==> src/shared/pcmc_defines.svh <==
// Offsets, field positions, reset values and counts of the power and clock-mode control.
// Assumes a 12-bit AXI4-Lite byte address; each register sits at four times its index.
`ifndef PCMC_DEFINES_SVH
`define PCMC_DEFINES_SVH

`define PCMC_IDX_PWR 10'h087
`define PCMC_IDX_EXF 10'h091
`define PCMC_IDX_PMR 10'h0c4
`define PCMC_IDX_STS 10'h0c5
`define PCMC_ADDR_PWR {`PCMC_IDX_PWR, 2'b00}
`define PCMC_ADDR_EXF {`PCMC_IDX_EXF, 2'b00}
`define PCMC_ADDR_PMR {`PCMC_IDX_PMR, 2'b00}
`define PCMC_ADDR_STS {`PCMC_IDX_STS, 2'b00}

`define PCMC_PWR_IDLE 0
`define PCMC_PWR_STOP 1
`define PCMC_EXF_SRC 3
`define PCMC_EXF_RING 2
`define PCMC_EXF_FAST 1
`define PCMC_EXF_REF 0
`define PCMC_PMR_DIV_HI 7
`define PCMC_PMR_DIV_LO 6
`define PCMC_PMR_AUTO 5
`define PCMC_PMR_XOFF 3
`define PCMC_PMR_QUIET 2

`define PCMC_DIV_FULL 2'h1
`define PCMC_DIV_RED1 2'h2
`define PCMC_DIV_RED2 2'h3
`define PCMC_RST_DIV 2'h1
`define PCMC_RST_SRC 1'b1
`define PCMC_RST_XRDY 1'b1
`define PCMC_TERM_FULL 10'h003
`define PCMC_TERM_RED1 10'h03f
`define PCMC_TERM_RED2 10'h3ff

`define PCMC_XTAL_WARMUP 65536
`define PCMC_RESP_OKAY 2'h0
`define PCMC_RESP_SLVERR 2'h2

`endif

==> src/shared/pcmc_pkg.sv <==
// Types shared by the power and clock-mode control.
// Numbers live in pcmc_defines.svh.
package pcmc_pkg;
	typedef enum logic [1:0] {PCMC_RUN, PCMC_IDLE, PCMC_STOP, PCMC_WAKE} pcmc_mode_e;
	typedef logic [1:0] pcmc_div_t;
endpackage

==> src/verilog/pcmc_ctrl.sv <==
// Power and clock-mode control: divider, clock source, Idle/Stop, strobe, AXI4-Lite registers.
// Assumes one clock aclk that counts as the crystal clock; event inputs come from same-clock
// logic, crystal_osc_ok comes from the analog oscillator detector and is synchronised here.
// Functional notes
// - Source bit 1 picks crystal, 0 ring; 0-to-1 needs crystal ready and amplifier on.
// - Ring-active flag reads 1 while running on ring, 0 on crystal; resets 0.
// - Divider field 01 is 4 clocks, 10 is 64, 11 is 1024; resets 01.
// - Divider accepts 10 or 11 only while it holds 01.
// - Auto-restore bit enables hardware return to 4 clocks; resets 0, freely writable.
// - Crystal-disable bit stops amplifier; settable only while ring is selected; resets 0.
// - Three read-only flags show power-fail, upper and lower level in service.
// - Crystal-ready flag reads 1 once crystal is stable; resets 1.
// - Four read-only serial activity flags, port 1 in bits 3:2, port 0 in 1:0.
// - Power control bit 0 enters Idle; CPU stops, clocks and peripherals run.
// - Idle ends on any interrupt or on reset.
// - Power control bit 1 enters Stop, halting all clocks including crystal.
// - Stop ends only on external interrupt, power-fail while reference-keep is set, or reset condition.
// - Reference-keep bit holds reference on in Stop so power-fail can wake.
// - Fast-wake bit makes a Stop exit run on ring immediately.
// - After ring wake, switch to crystal after 65536 crystal clocks.
// - Ring-active flag stays 1 throughout the ring-clocked wake period.
// - Strobe-quiet keeps address strobe static except during external data moves.
// - Strobe-quiet resets 0; then strobe toggles at a quarter of crystal rate.
// - Auto-restore fires on serviceable external irq, start bit, or transmit write.
// - Crystal ready is set 65536 clocks after amplifier enable and oscillator start.
// - Divider and source changes take effect at the end of the instruction cycle in which they are written.
// - Auto-restore changes only divider speed, never the clock source.
`timescale 1ns/1ps
`include "pcmc_defines.svh"

module pcmc_ctrl
	import pcmc_pkg::*;
#(
	parameter int XTAL_WARMUP = `PCMC_XTAL_WARMUP,
	parameter int RING_WAKE_LEN = `PCMC_XTAL_WARMUP
) (
	input wire logic aclk,
	input wire logic aresetn,
	input wire logic [11:0] s_axi_awaddr,
	input wire logic [2:0] s_axi_awprot,
	input wire logic s_axi_awvalid,
	output logic s_axi_awready,
	input wire logic [31:0] s_axi_wdata,
	input wire logic [3:0] s_axi_wstrb,
	input wire logic s_axi_wvalid,
	output logic s_axi_wready,
	output logic [1:0] s_axi_bresp,
	output logic s_axi_bvalid,
	input wire logic s_axi_bready,
	input wire logic [11:0] s_axi_araddr,
	input wire logic [2:0] s_axi_arprot,
	input wire logic s_axi_arvalid,
	output logic s_axi_arready,
	output logic [31:0] s_axi_rdata,
	output logic [1:0] s_axi_rresp,
	output logic s_axi_rvalid,
	input wire logic s_axi_rready,
	input wire logic crystal_osc_ok,
	input wire logic irq_any,
	input wire logic ext_irq_wake,
	input wire logic ext_irq_serviceable,
	input wire logic serial_start_detect,
	input wire logic serial_tx_write,
	input wire logic powerfail_event,
	input wire logic powerfail_level_active,
	input wire logic upper_level_active,
	input wire logic lower_level_active,
	input wire logic port1_tx_busy,
	input wire logic port1_rx_busy,
	input wire logic port0_tx_busy,
	input wire logic port0_rx_busy,
	input wire logic external_data_move,
	output logic cpu_run,
	output logic core_clk_en,
	output logic crystal_amp_en,
	output logic ring_osc_en,
	output logic ring_clock_sel,
	output logic [1:0] cycle_div,
	output logic cycle_tick,
	output logic reference_on,
	output logic addr_strobe
);

	localparam logic [16:0] WARM_LAST = 17'(XTAL_WARMUP - 1);
	localparam logic [16:0] WAKE_LAST = 17'(RING_WAKE_LEN - 1);
	pcmc_mode_e mode_r;
	pcmc_div_t div_r;
	pcmc_div_t div_eff_r;
	logic src_sel_r;
	logic src_eff_r;
	logic fast_wake_r;
	logic ref_keep_r;
	logic auto_r;
	logic xtal_off_r;
	logic quiet_r;
	logic xtal_ready_r;
	logic [16:0] warm_cnt_r;
	logic ring_wake_r;
	logic [16:0] wake_cnt_r;
	logic [9:0] cyc_cnt_r;
	logic [1:0] phase_r;
	logic strobe_r;
	logic osc_s1_r;
	logic osc_s2_r;
	logic aw_hold_r;
	logic w_hold_r;
	logic [11:0] awaddr_r;
	logic [7:0] wbyte_r;
	logic wlane_r;
	logic bvalid_r;
	logic [1:0] bresp_r;
	logic rvalid_r;
	logic [7:0] rdata_r;
	logic [1:0] rresp_r;
	logic wr_en;
	logic wr_pwr;
	logic wr_exf;
	logic wr_pmr;
	logic wr_hit;
	logic ar_take;
	logic restore_evt;
	logic stop_wake;
	logic tick;
	logic ring_flag;
	logic [9:0] term;
	pcmc_div_t div_wr;
	// Write happens once both halves are held, byte lane 0 is strobed and the response slot is free
	assign wr_en = aw_hold_r && w_hold_r && !bvalid_r && wlane_r;
	assign wr_pwr = wr_en && (awaddr_r == `PCMC_ADDR_PWR);
	assign wr_exf = wr_en && (awaddr_r == `PCMC_ADDR_EXF);
	assign wr_pmr = wr_en && (awaddr_r == `PCMC_ADDR_PMR);
	assign wr_hit = (awaddr_r == `PCMC_ADDR_PWR) || (awaddr_r == `PCMC_ADDR_EXF) ||
		(awaddr_r == `PCMC_ADDR_PMR) || (awaddr_r == `PCMC_ADDR_STS);
	assign ar_take = s_axi_arvalid && !rvalid_r;
	assign div_wr = wbyte_r[`PCMC_PMR_DIV_HI:`PCMC_PMR_DIV_LO];
	assign restore_evt = auto_r && (ext_irq_serviceable || serial_start_detect ||
		serial_tx_write);
	assign stop_wake = ext_irq_wake || (ref_keep_r && powerfail_event);
	assign ring_flag = !src_eff_r || ring_wake_r;
	always_comb begin
		case (div_eff_r)
			`PCMC_DIV_RED1: term = `PCMC_TERM_RED1;
			`PCMC_DIV_RED2: term = `PCMC_TERM_RED2;
			default: term = `PCMC_TERM_FULL;
		endcase
	end
	assign tick = (mode_r != PCMC_STOP) && (cyc_cnt_r == term);
	// Oscillator detector is asynchronous to aclk
	always_ff @(posedge aclk) begin
		if (!aresetn) begin
			osc_s1_r <= 1'b0;
			osc_s2_r <= 1'b0;
		end else begin
			osc_s1_r <= crystal_osc_ok;
			osc_s2_r <= osc_s1_r;
		end
	end

	// Power mode sequencing
	always_ff @(posedge aclk) begin
		if (!aresetn) begin
			mode_r <= PCMC_RUN;
		end else begin
			case (mode_r)
				PCMC_RUN: begin
					if (wr_pwr && wbyte_r[`PCMC_PWR_STOP]) begin
						mode_r <= PCMC_STOP;
					end else if (wr_pwr && wbyte_r[`PCMC_PWR_IDLE]) begin
						mode_r <= PCMC_IDLE;
					end
				end
				PCMC_IDLE: begin
					if (irq_any) begin
						mode_r <= PCMC_RUN;
					end
				end
				PCMC_STOP: begin
					if (stop_wake) begin
						mode_r <= fast_wake_r ? PCMC_RUN : PCMC_WAKE;
					end
				end
				PCMC_WAKE: begin
					// Without the ring the CPU waits out the crystal warm-up
					if (xtal_ready_r || !src_sel_r) begin
						mode_r <= PCMC_RUN;
					end
				end
				default: mode_r <= PCMC_RUN;
			endcase
		end
	end

	// Clock source, fast-wake and reference control
	always_ff @(posedge aclk) begin
		if (!aresetn) begin
			src_sel_r <= `PCMC_RST_SRC;
			fast_wake_r <= 1'b0;
			ref_keep_r <= 1'b0;
		end else if (wr_exf) begin
			fast_wake_r <= wbyte_r[`PCMC_EXF_FAST];
			ref_keep_r <= wbyte_r[`PCMC_EXF_REF];
			if (!wbyte_r[`PCMC_EXF_SRC]) begin
				src_sel_r <= 1'b0;
			end else if (xtal_ready_r && !xtal_off_r) begin
				src_sel_r <= 1'b1;
			end
		end
	end

	// Divider field; restore wins over a same-cycle write
	always_ff @(posedge aclk) begin
		if (!aresetn) begin
			div_r <= `PCMC_RST_DIV;
		end else if (restore_evt) begin
			div_r <= `PCMC_DIV_FULL;
		end else if (wr_pmr) begin
			if (div_wr == `PCMC_DIV_FULL) begin
				div_r <= div_wr;
			end else if (div_wr != 2'h0 && div_r == `PCMC_DIV_FULL) begin
				div_r <= div_wr;
			end
		end
	end

	// Remaining mode bits
	always_ff @(posedge aclk) begin
		if (!aresetn) begin
			auto_r <= 1'b0;
			xtal_off_r <= 1'b0;
			quiet_r <= 1'b0;
		end else if (wr_pmr) begin
			auto_r <= wbyte_r[`PCMC_PMR_AUTO];
			quiet_r <= wbyte_r[`PCMC_PMR_QUIET];
			if (!wbyte_r[`PCMC_PMR_XOFF] || !src_sel_r) begin
				xtal_off_r <= wbyte_r[`PCMC_PMR_XOFF];
			end
		end
	end

	// Crystal warm-up after amplifier enable, only once oscillation is seen
	always_ff @(posedge aclk) begin
		if (!aresetn) begin
			xtal_ready_r <= `PCMC_RST_XRDY;
			warm_cnt_r <= 17'h00000;
		end else if (xtal_off_r || mode_r == PCMC_STOP) begin
			xtal_ready_r <= 1'b0;
			warm_cnt_r <= 17'h00000;
		end else if (!xtal_ready_r && osc_s2_r) begin
			if (warm_cnt_r == WARM_LAST) begin
				xtal_ready_r <= 1'b1;
				warm_cnt_r <= 17'h00000;
			end else begin
				warm_cnt_r <= warm_cnt_r + 17'h00001;
			end
		end
	end

	// Ring-clocked period after a fast wake from Stop
	always_ff @(posedge aclk) begin
		if (!aresetn) begin
			ring_wake_r <= 1'b0;
			wake_cnt_r <= 17'h00000;
		end else if (mode_r == PCMC_STOP) begin
			ring_wake_r <= stop_wake && fast_wake_r;
			wake_cnt_r <= 17'h00000;
		end else if (ring_wake_r) begin
			// Counts crystal clocks, so it only advances once the crystal oscillates
			if (osc_s2_r) begin
				if (wake_cnt_r == WAKE_LAST) begin
					ring_wake_r <= 1'b0;
					wake_cnt_r <= 17'h00000;
				end else begin
					wake_cnt_r <= wake_cnt_r + 17'h00001;
				end
			end
		end
	end

	// Instruction cycle counter; new divider and source load at cycle end
	always_ff @(posedge aclk) begin
		if (!aresetn) begin
			cyc_cnt_r <= 10'h000;
			div_eff_r <= `PCMC_RST_DIV;
			src_eff_r <= `PCMC_RST_SRC;
		end else if (restore_evt) begin
			// Restore is immediate so a start bit still sees the right baud rate
			cyc_cnt_r <= 10'h000;
			div_eff_r <= `PCMC_DIV_FULL;
		end else if (tick) begin
			cyc_cnt_r <= 10'h000;
			div_eff_r <= div_r;
			src_eff_r <= src_sel_r;
		end else if (mode_r != PCMC_STOP) begin
			cyc_cnt_r <= cyc_cnt_r + 10'h001;
		end
	end

	// Address strobe, one quarter of the crystal rate; dropped on Stop entry so it never outlives the clocks
	always_ff @(posedge aclk) begin
		if (!aresetn) begin
			phase_r <= 2'h0;
			strobe_r <= 1'b0;
		end else if (mode_r == PCMC_STOP || (wr_pwr && wbyte_r[`PCMC_PWR_STOP] && mode_r == PCMC_RUN)) begin
			phase_r <= 2'h0;
			strobe_r <= 1'b0;
		end else begin
			phase_r <= phase_r + 2'h1;
			strobe_r <= phase_r[1] && (!quiet_r || external_data_move);
		end
	end

	// AXI4-Lite write channels, taken in either order
	always_ff @(posedge aclk) begin
		if (!aresetn) begin
			aw_hold_r <= 1'b0;
			awaddr_r <= 12'h000;
		end else if (s_axi_awvalid && s_axi_awready) begin
			aw_hold_r <= 1'b1;
			awaddr_r <= s_axi_awaddr;
		end else if (aw_hold_r && w_hold_r && !bvalid_r) begin
			aw_hold_r <= 1'b0;
		end
	end

	always_ff @(posedge aclk) begin
		if (!aresetn) begin
			w_hold_r <= 1'b0;
			wbyte_r <= 8'h00;
			wlane_r <= 1'b0;
		end else if (s_axi_wvalid && s_axi_wready) begin
			w_hold_r <= 1'b1;
			wbyte_r <= s_axi_wdata[7:0];
			wlane_r <= s_axi_wstrb[0];
		end else if (aw_hold_r && w_hold_r && !bvalid_r) begin
			w_hold_r <= 1'b0;
		end
	end

	always_ff @(posedge aclk) begin
		if (!aresetn) begin
			bvalid_r <= 1'b0;
			bresp_r <= `PCMC_RESP_OKAY;
		end else if (aw_hold_r && w_hold_r && !bvalid_r) begin
			bvalid_r <= 1'b1;
			bresp_r <= wr_hit ? `PCMC_RESP_OKAY : `PCMC_RESP_SLVERR;
		end else if (s_axi_bready) begin
			bvalid_r <= 1'b0;
		end
	end

	// AXI4-Lite read; unmapped addresses answer zero with an error
	always_ff @(posedge aclk) begin
		if (!aresetn) begin
			rvalid_r <= 1'b0;
			rdata_r <= 8'h00;
			rresp_r <= `PCMC_RESP_OKAY;
		end else if (ar_take) begin
			rvalid_r <= 1'b1;
			rresp_r <= `PCMC_RESP_OKAY;
			case (s_axi_araddr)
				`PCMC_ADDR_PWR: rdata_r <= {6'h00, mode_r == PCMC_STOP, mode_r == PCMC_IDLE};
				`PCMC_ADDR_EXF: rdata_r <= {4'h0, src_sel_r, ring_flag, fast_wake_r, ref_keep_r};
				`PCMC_ADDR_PMR: rdata_r <= {div_r, auto_r, 1'b0, xtal_off_r, quiet_r, 2'h0};
				`PCMC_ADDR_STS: rdata_r <= {powerfail_level_active, upper_level_active,
					lower_level_active, xtal_ready_r, port1_tx_busy, port1_rx_busy,
					port0_tx_busy, port0_rx_busy};
				default: begin
					rdata_r <= 8'h00;
					rresp_r <= `PCMC_RESP_SLVERR;
				end
			endcase
		end else if (s_axi_rready) begin
			rvalid_r <= 1'b0;
		end
	end

	assign s_axi_awready = !aw_hold_r && !bvalid_r;
	assign s_axi_wready = !w_hold_r && !bvalid_r;
	assign s_axi_bvalid = bvalid_r;
	assign s_axi_bresp = bresp_r;
	assign s_axi_arready = !rvalid_r;
	assign s_axi_rvalid = rvalid_r;
	assign s_axi_rresp = rresp_r;
	assign s_axi_rdata = {24'h000000, rdata_r};

	assign cpu_run = (mode_r == PCMC_RUN);
	assign core_clk_en = (mode_r != PCMC_STOP);
	assign crystal_amp_en = !xtal_off_r && (mode_r != PCMC_STOP);
	assign ring_clock_sel = ring_flag;
	assign ring_osc_en = ring_flag && (mode_r != PCMC_STOP);
	assign cycle_div = div_eff_r;
	assign cycle_tick = tick;
	// Reference only drops in Stop, and only when not asked to stay on
	assign reference_on = (mode_r != PCMC_STOP) || ref_keep_r;
	assign addr_strobe = strobe_r;

endmodule
==> config.mk <==
export PLATFORM = sky130hd
export DESIGN_NAME = pcmc_ctrl
export DESIGN_NICKNAME = d
export VERILOG_FILES = /design/src/shared/pcmc_pkg.sv /design/src/verilog/pcmc_ctrl.sv
export VERILOG_INCLUDE_DIRS = /design/src /design/src/shared
export SDC_FILE = /design/constraint.sdc
export NUM_CORES = 1
export LEC_CHECK = 0
export BUFFER_PORTS_ARGS = -buffer_cell sky130_fd_sc_hd__buf_2
export CAP_MARGIN = 20
export CORE_MARGIN = 2
export CORE_UTILIZATION = 36
export CTS_CLUSTER_DIAMETER = 50
export DETAILED_ROUTE_END_ITERATION = 8
export PLACE_DENSITY = 0.57
export SYNTH_ARGS = -nofsm -noshare
export SYNTH_HDL_FRONTEND = slang
export SYNTH_SLANG_ARGS = --single-unit
==> constraint.sdc <==
create_clock -name aclk -period 2.6 [get_ports aclk]
set_input_delay 0.26 -clock aclk [delete_from_list [all_inputs] [get_ports aclk]]
set_output_delay 0.26 -clock aclk [all_outputs]
set_load 0.01 [all_outputs]
==> flow_metrics.env, run 1 <==
export IMPL_grt_pass1_vias=3941
export IMPL_grt_overflow_total=0
export IMPL_power_frac_seq_pct=50.5
export IMPL_async_flop_share_pct=0
export IMPL_yosys_cell_types_count=65
export IMPL_reg2reg_slack_ns=0.62
export IMPL_cts_setup_buffers=0
export IMPL_path_delay_family="simple AND/OR/NAND/NOR gates"
export IMPL_core_area_um2=12670
export IMPL_synth_avg_cell_area_um2=8.346
export IMPL_place_congestion=0.8113
export IMPL_setup_tns_final_ns=0
export IMPL_p_int_uw=2365
export IMPL_drt_iter0_drc=161
export IMPL_drv_cap=0
export IMPL_h_tree_depth=3
export IMPL_ys_seq_elements=98
export IMPL_cp_start_kind="register"
export IMPL_cp_cell_sequence="and4_1 -> a22oi_1 -> nor3_1 -> buf_4 -> buf_2"
export IMPL_worstSkewPairLatency_ns=0.35
export IMPL_io_buffers=78
export IMPL_crit_path_max_incr_delay_ns=0.43
export IMPL_hp_start="crystal_osc_ok"
export IMPL_drc=0
export IMPL_rr_worst_depth=4
export IMPL_fillers=1292
export IMPL_final_cell_area_um2=5461
export IMPL_ys_warn_count=0
export IMPL_finClkSkew_ns=0.008256
export IMPL_critPathBufInv=2
export IMPL_cp_slowest_cell="dfxtp_1"
export IMPL_grt_max_degree=40
export IMPL_slew_headroom_pct=50.28
export IMPL_mostFrequentLayoutCell="dfxtp_1"
export IMPL_die_area_um2=13930
export IMPL_crit_required_ns=2.34
export IMPL_wl_per_cell_um=13.62
export IMPL_p_comb_share_pct=8.0
export IMPL_finalCriticalPeriod_ns=2.029
export IMPL_cts_root_buf="clkbuf_16"
export IMPL_vias=4168
export IMPL_critical_path_class="reg2out"
export IMPL_rsz0062_at_grt="false"
export IMPL_fin_crit_sh_pct=78.03
export IMPL_worst_pin_slew_ns=0.7413
export IMPL_clockBufferDepth=2
export IMPL_synth_cells=561
export IMPL_cts_tree="built"
export IMPL_syn_area_um2=4682
export IMPL_timing_rr_end="div_r[0]"
export IMPL_grt_pass1_wl_mm=18.64
export IMPL_setup_viol=0
export IMPL_drive_gt1_share_pct=17.57
export IMPL_ys_flop_type="dfxtp_1"
export IMPL_routed_wl_mm=11.10
export IMPL_areaGrowthSynthToFinish_pct=16.65
export IMPL_hp_class="in2reg"
export IMPL_antenna_left=0
export IMPL_clock_sinks=98
export IMPL_antenna_found_initial=0
export IMPL_vdd_drop_max_mv=0.3452
export IMPL_die_height_um=118.0
export IMPL_die_w_um=118.0
export IMPL_hold_viol_final=0
export IMPL_final_cell_mix="dfxtp_1 (98), nand2_1 (80), buf_2 (78), a21oi_1 (50), nor2_1 (44)"
export IMPL_cts_resized=0
export IMPL_firstDrtPassIters=4
export IMPL_place_area_um2=5170
export IMPL_pin_count=139
export IMPL_p_per_area_nw_per_um2=571.0
export IMPL_cp_arrival_ns=1.77
export IMPL_slew_violations=0
export IMPL_r2r_start="awaddr_r[1]"
export IMPL_dpl_hpwl_mm=8.303
export IMPL_holdPathStages=2
export IMPL_clkPwrFrac_pct=41.5
export IMPL_synth_edff_count=0
export IMPL_swShare_pct=24.16
export IMPL_fmax_ghz=0.4929
export IMPL_worstPathMaxFanout=6
export IMPL_worst_setup_path_end_kind="output pin"
export IMPL_status="complete, no violations"
export IMPL_hold_end="osc_s1_r"
export IMPL_power_leakage_uw=0.002095
export IMPL_grt_total_usage_pct=16.54
export IMPL_path_clk_slew_ns=0.07
export IMPL_rows=41
export IMPL_antenna_cells=0
export IMPL_switchingPower_uw=753.3
export IMPL_ys_seq_area_share_pct=41.90
export IMPL_start_util_pct=36.95
export IMPL_cts_buffers=9
export IMPL_cts_hold_buf=0
export IMPL_via_per_inst=5.114
export IMPL_nNetsFinal=729
cells by family after synthesis:
logic type / Yosys count / synth area share (%)
AOI/OAI and AO/OA: 110 / 14.67
xor gates and xnor gates: 27 / 5.051
adders and majority gates: 3 / 0.8018
buffers and inverters: 57 / 6.681
DFF: 98 / 41.90
muxes: 7 / 1.577
other: 1 / 0.08009
and+or+nand+nor: 258 / 29.24
cells in the mapped netlist (5+ instances only):
cell type	count	area, um^2
nor2_1	44	165.2
and4_1	9	78.83
inv_1	13	48.80
or3_1	5	31.28
o21ai_0	15	75.07
nor3_1	12	60.06
xnor2_1	9	78.83
buf_4	26	195.2
a31oi_1	5	31.28
dfxtp_1	98	1962
clkbuf_1	15	56.30
and2_1	7	43.79
nand4_1	16	100.1
a21oi_1	50	250.2
nand2_1	80	300.3
xor2_1	18	157.7
and3_1	6	37.54
o31ai_1	10	75.07
nand3_1	28	140.1
nor4_1	6	37.54
nand2b_1	6	37.54
or4_1	6	45.04
nor2b_1	7	43.79
how the worst max path moves through the flow:
stage	startpoint	to	slack [ns]	cells after the start
after floorplan	awaddr_r[1]	div_r[0]	0.73	4
after global placement	awaddr_r[1]	div_r[0]	0.66	4
after detailed placement	awaddr_r[1]	div_r[0]	0.62	4
after CTS	cyc_cnt_r[2]	cycle_tick	0.53	5
after global routing	cyc_cnt_r[2]	cycle_tick	0.41	5
final	cyc_cnt_r[2]	cycle_tick	0.57	5
registers in the layout, summed over array words and instances (netlist names), 2 cells and up:
register	count
awaddr_r	12
cyc_cnt_r	10
cycle_div	2
div_r	2
mode_r	2
phase_r	2
rdata_r	8
wake_cnt_r	17
warm_cnt_r	17
wbyte_r	7
per-layer routing:
layer / part of all wire, % / GRT usage [%]
met4: 2.8 / 5.798
met2: 48 / 27.83
met3: 4.8 / 5.281
met1: 45 / 19.81
met5: 0 / 0
power groups by stage:
stage,sequential [uW],clock (uW),combinational [uW]
after floorplan,1600,0,189
after global placement,1610,0,247
after detailed placement,1610,0,252
after CTS,1570,1340,253
after global routing,1580,1410,285
final,1570,1290,251
layout make-up:
type / count / area, um^2 / share of cell area, %
Clock buffer: 12 / 266.5 / 4.880
Clock inverter: 4 / 25.02 / 0.4582
Inverter: 13 / 48.80 / 0.8935
Multi-Input combinational cell: 431 / 2501 / 45.80
Sequential cell: 98 / 1962 / 35.92
Tap cell: 172 / 215.2 / 3.940
Timing Repair Buffer: 85 / 442.9 / 8.110
worst register-to-register path: stages, from the launching register on:
cell and delay (ns):
dfxtp_1 0.33, or4b_4 0.57, or4_4 0.56, o41ai_2 0.30, nand3b_1 0.11
metrics by stage:
stage	total power [uW]	worst slack, ns	hold WS [ns]	utilization (%)	std cells
floorplan	1791	0.7334	0.3873	-	586
global placement	1854	0.6563	0.4218	40.80	799
detailed placement	1861	0.6173	0.4240	40.80	799
CTS	3169	0.5335	0.1028	43.10	815
global route	3274	0.4084	0.1147	43.10	815
finish	3118	0.5712	0.1140	43.10	815
No activity file was read; power rests on OpenSTA's default activity.
==> inputs of run 2 (changes only) <==
clock period = 1.95 ns   (was 2.6 ns; I/O delays follow)
==> run 2 against run 1 <==
Register-to-register slack lost 0.54 ns. Sequential share of layout area shrank 0.92 points. Total power grew 39%. Die area is the same. Highest routed layer unchanged. Wire length grew 1.8%. Setup slack lost 0.49 ns. Critical path type is now reg2reg. Clock-buffer cell count shrank 2. First-iteration DRC count grew 1.2%. Sequential power grew 34%. Critical path depth is the same.
==> flow_metrics.env, run 2 (synthesis results as in run 1) <==
export IMPL_clockBufferDepth=2
export IMPL_hp_class="in2reg"
export IMPL_wl_per_cell_um=13.61
export IMPL_cts_hold_buf=0
export IMPL_grt_max_degree=19
export IMPL_grt_pass1_vias=4043
export IMPL_crit_required_ns=2.23
export IMPL_final_cell_area_um2=5609
export IMPL_dpl_hpwl_mm=8.536
export IMPL_drc=0
export IMPL_hold_end="osc_s1_r"
export IMPL_drive_gt1_share_pct=19.76
export IMPL_holdPathStages=2
export IMPL_status="complete, no violations"
export IMPL_core_area_um2=12670
export IMPL_firstDrtPassIters=4
export IMPL_place_ws_ns=0.02014
export IMPL_path_clk_slew_ns=0.07
export IMPL_place_inst=814
export IMPL_io_buffers=78
export IMPL_fin_crit_sh_pct=95.94
export IMPL_drt_iter0_drc=163
export IMPL_cp_start_kind="register"
export IMPL_fin_cells=830
export IMPL_final_setup_worst_slack_ns=0.07922
export IMPL_nNetsFinal=744
export IMPL_finClkSkew_ns=0.006557
export IMPL_die_height_um=118.0
export IMPL_h_tree_depth=3
export IMPL_start_util_pct=36.95
export IMPL_setup_viol=0
export IMPL_routed_wl_mm=11.30
export IMPL_worstSkewPairLatency_ns=0.34
export IMPL_place_area_um2=5283
export IMPL_setup_tns_final_ns=0
export IMPL_antenna_found_initial=0
export IMPL_grt_pass1_wl_mm=18.95
export IMPL_timing_rr_end="warm_cnt_r[12]"
export IMPL_top_regs="wake_cnt_r (17), warm_cnt_r (17), awaddr_r (12)"
export IMPL_worst_setup_path_end_kind="register"
export IMPL_finalCriticalPeriod_ns=1.871
export IMPL_power_leakage_uw=0.002186
export IMPL_worst_pin_slew_ns=0.6842
export IMPL_vias=4214
export IMPL_clock_sinks=98
export IMPL_pin_count=139
export IMPL_hold_viol_final=0
export IMPL_r2r_start="warm_cnt_r[1]"
export IMPL_slew_headroom_pct=54.00
export IMPL_critical_path_class="reg2reg"
export IMPL_place_congestion=0.8201
export IMPL_grt_total_usage_pct=16.43
export IMPL_rows=41
export IMPL_areaGrowthSynthToFinish_pct=19.80
export IMPL_antenna_cells=0
export IMPL_hp_start="crystal_osc_ok"
export IMPL_die_area_um2=13930
export IMPL_p_per_area_nw_per_um2=774.5
export IMPL_antenna_left=0
export IMPL_grt_overflow_total=0
export IMPL_cts_setup_buffers=0
export IMPL_rsz0062_at_grt="false"
export IMPL_die_w_um=118.0
export IMPL_mostFrequentLayoutCell="dfxtp_1"
export IMPL_worstPathMaxFanout=5
export IMPL_drv_cap=0
export IMPL_vdd_drop_max_mv=0.4817
export IMPL_rr_worst_depth=5
export IMPL_fmax_ghz=0.5345
export IMPL_cts_root_buf="clkbuf_16"
export IMPL_via_per_inst=5.077
export IMPL_reg2reg_slack_ns=0.08
export IMPL_cts_buffers=9
export IMPL_cts_tree="built"
export IMPL_slew_violations=0
export IMPL_final_cell_mix="dfxtp_1 (97), nand2_1 (80), buf_2 (78), a21oi_1 (50), nor2_1 (44)"
export IMPL_final_util_pct=44.27
export IMPL_cp_arrival_ns=2.15
## run 2: timing repair
action	in CTS	in global routing
gates resized for setup	1	2
setup endpoints to repair	1	2
pin swaps	0	3
## run 2: layout make-up
cell class / instances / area [um^2]
inverters: 13 / 48.80
well taps: 172 / 215.2
repair buffers: 100 / 555.5
clock inverters: 6 / 90.09
multi-input cells: 431 / 2507
clock buffers: 10 / 229.0
flip-flops and latches: 98 / 1963
fillers: 1289 / 7062
## run 2: worst max path at each step
stage	startpoint	to	slack [ns]	depth (start not counted)
2_1_floorplan	awaddr_r[1]	div_r[0]	0.08	4
3_3_place_gp	awaddr_r[1]	div_r[0]	0.03	4
3_5_place_dp	awaddr_r[1]	div_r[0]	0.02	4
4_1_cts	awaddr_r[1]	div_r[0]	0.02	4
5_1_grt	warm_cnt_r[1]	warm_cnt_r[12]	0.01	5
6_report	warm_cnt_r[1]	warm_cnt_r[12]	0.08	5
## run 2: through the flow
step / power, uW / hold WS, ns
global placement: 2481 / 0.4064
floorplan: 2388 / 0.3223
CTS: 4394 / 0.05454
global route: 4525 / 0.06891
finish: 4344 / 0.05795
detailed placement: 2490 / 0.4087
## run 2: metal layers
layer	wire length, um	vias up	global-route usage [%]	part of all wire (%)
li1	-	2148	-	-
met4	188	0	4.819	1.7
met2	5630	80	29.00	50
met1	5072	1972	19.90	45
met5	0	-	0	0
met3	405	14	3.682	3.6
## run 2: power by group
part / internal [uW] / switching [uW] / total (uW)
Sequential: 2050 / 44.7 / 2100
Combinational: 142 / 204 / 345
Clock: 1130 / 770 / 1900
## run 2: worst max-delay path, stage by stage, from the launching register on
cell     delay [ns]
dfxtp_1        0.38
ha_1           0.23
nand2_1        0.12
or3_1          0.41
or4b_1         0.53
a21oi_1        0.15
==> inputs of run 3 (changes only) <==
CELL_PAD_IN_SITES_DETAIL_PLACEMENT = 1   (was unset)
CELL_PAD_IN_SITES_GLOBAL_PLACEMENT = 2   (was unset)
CORE_UTILIZATION = 29   (was 36)
PLACE_DENSITY = 0.77   (was 0.57)
==> run 3 against run 2 <==
Combinational power up 2%. Design area increased by 1.1%. Clock-buffer cell count is 2 higher. Clock power down 6%. Sequential cell count did not move. First-iteration DRC count increased by 8.6%. Die area grew 23%. Cell count up 5.7%. Sequential share of layout area is 0.37 points lower. Via count increased by 2.6%. Clock skew about the same. Register-to-register slack improved by 0.05 ns. Critical endpoint is now cycle_tick.
==> flow_metrics.env, run 3 (synthesis results as in run 1) <==
export IMPL_final_cell_mix="dfxtp_1 (97), nand2_1 (80), buf_2 (78), a21oi_1 (50), nor2_1 (44)"
export IMPL_die_w_um=131.1
export IMPL_grt_overflow_total=0
export IMPL_cts_setup_buffers=0
export IMPL_p_comb_share_pct=8.3
export IMPL_io_buffers=78
export IMPL_start_util_pct=29.58
export IMPL_multi_input_area_um2=2520
export IMPL_cts_buffers=9
export IMPL_slew_violations=0
export IMPL_regArea_um2=1963
export IMPL_setup_viol=0
export IMPL_setup_tns_final_ns=0
export IMPL_wl_per_cell_um=14.98
export IMPL_p_per_area_nw_per_um2=747.5
export IMPL_die_area_um2=17180
export IMPL_mostFrequentLayoutCell="dfxtp_1"
export IMPL_fin_crit_sh_pct=94.14
export IMPL_worst_setup_path_end_kind="output pin"
export IMPL_path_clk_slew_ns=0.06
export IMPL_core_area_um2=15830
export IMPL_worstSkewPairLatency_ns=0.35
export IMPL_worst_pin_slew_ns=0.5059
export IMPL_hold_ws_ns=0.07486
export IMPL_drv_cap=0
export IMPL_grt_pass1_wl_mm=21.92
export IMPL_top_regs="wake_cnt_r (17), warm_cnt_r (17), awaddr_r (12)"
export IMPL_pin_count=139
export IMPL_swShare_pct=24.62
export IMPL_cts_root_buf="clkbuf_16"
export IMPL_grt_total_usage_pct=16.27
export IMPL_power_frac_seq_pct=49.5
export IMPL_p_int_uw=3194
export IMPL_drc=0
export IMPL_drive_gt1_share_pct=20.12
export IMPL_switchingPower_uw=1043
export IMPL_clock_sinks=98
export IMPL_fillers=1923
export IMPL_place_area_um2=5360
export IMPL_hold_viol_final=0
export IMPL_cp_arrival_ns=1.64
export IMPL_h_tree_depth=3
export IMPL_routed_wl_mm=13.14
export IMPL_antenna_left=0
export IMPL_vdd_drop_max_mv=0.4185
export IMPL_place_congestion=0.7713
export IMPL_final_cell_area_um2=5669
export IMPL_antenna_found_initial=0
export IMPL_firstDrtPassIters=4
export IMPL_grt_max_degree=21
export IMPL_cts_tree="built"
export IMPL_power_uw=4238
export IMPL_die_height_um=131.1
export IMPL_fmax_ghz=0.5447
export IMPL_antenna_cells=0
export IMPL_slew_headroom_pct=65.81
export IMPL_grt_pass1_vias=4516
export IMPL_power_leakage_uw=0.002175
export IMPL_finalCriticalPeriod_ns=1.836
export IMPL_dpl_hpwl_mm=10.21
export IMPL_via_per_inst=4.932
export IMPL_drt_iter0_drc=177
export IMPL_nNetsFinal=747
export IMPL_cp_start_kind="register"
export IMPL_areaGrowthSynthToFinish_pct=21.09
export IMPL_rsz0062_at_grt="false"
export IMPL_finClkSkew_ns=0.006333
export IMPL_critical_path_class="reg2out"
export IMPL_clkPwrFrac_pct=42.1
export IMPL_worstPathMaxFanout=5
export IMPL_clockBufferDepth=2
export IMPL_crit_required_ns=1.75
export IMPL_vias=4325
export IMPL_hp_class="in2reg"
export IMPL_status="complete, no violations"
export IMPL_rows=46
run 3: cell type report:
class | instances | share of cell area [%]
well taps | 216 | 4.767
inverters | 13 | 0.8607
clock inverters | 4 | 0.9269
clock buffers | 12 | 4.171
flip-flops and latches | 98 | 34.63
repair buffers | 103 | 10.20
multi-input cells | 431 | 44.45
run 3: routing by layer:
layer | GRT usage [%] | wire (um)
met5 | 0 | 0
met4 | 4.318 | 171
met3 | 4.302 | 515
met2 | 29.75 | 6777
met1 | 18.73 | 5673
run 3: timing repair:
| action | in CTS | in global routing |
|---|---|---|
| resized for setup | 1 | 4 |
| endpoints found under the setup margin | 1 | 3 |
| hold buffers | 0 | 0 |
| pin swaps | 0 | 3 |
run 3: power groups by stage:
stage / combinational [uW] / sequential (uW) / clock, uW
detailed placement: 355 / 2150 / 0
global placement: 345 / 2140 / 0
CTS: 358 / 2100 / 1840
global route: 398 / 2110 / 1930
finish: 353 / 2100 / 1790
floorplan: 251 / 2140 / 0
run 3: path summary, 6_finish.rpt:
path	slack (ns)	endpoint	depth (start not counted)	start
worst min register to register	0.44	phase_r[0]	1	phase_r[0]
worst max register to register	0.13	div_r[0]	4	awaddr_r[1]
worst max-delay path	0.11	cycle_tick	4	cyc_cnt_r[3]
worst min-delay path	0.07	osc_s1_r	2	crystal_osc_ok
run 3: critical path, cell delays in order (launching register included):
cell and delay, ns:
dfxtp_1 0.41, and4_1 0.28, a22oi_1 0.16, nor3_2 0.26, buf_2 0.18
run 3: stage by stage:
stage	utilization (%)	cells	worst slack, ns
3_3_place_gp	33.87	861	0.02622
4_1_cts	35.72	877	0.009716
2_1_floorplan	-	586	0.08335
3_5_place_dp	33.87	861	0.01548
6_report	35.82	877	0.1143
5_1_grt	35.82	877	0.004727
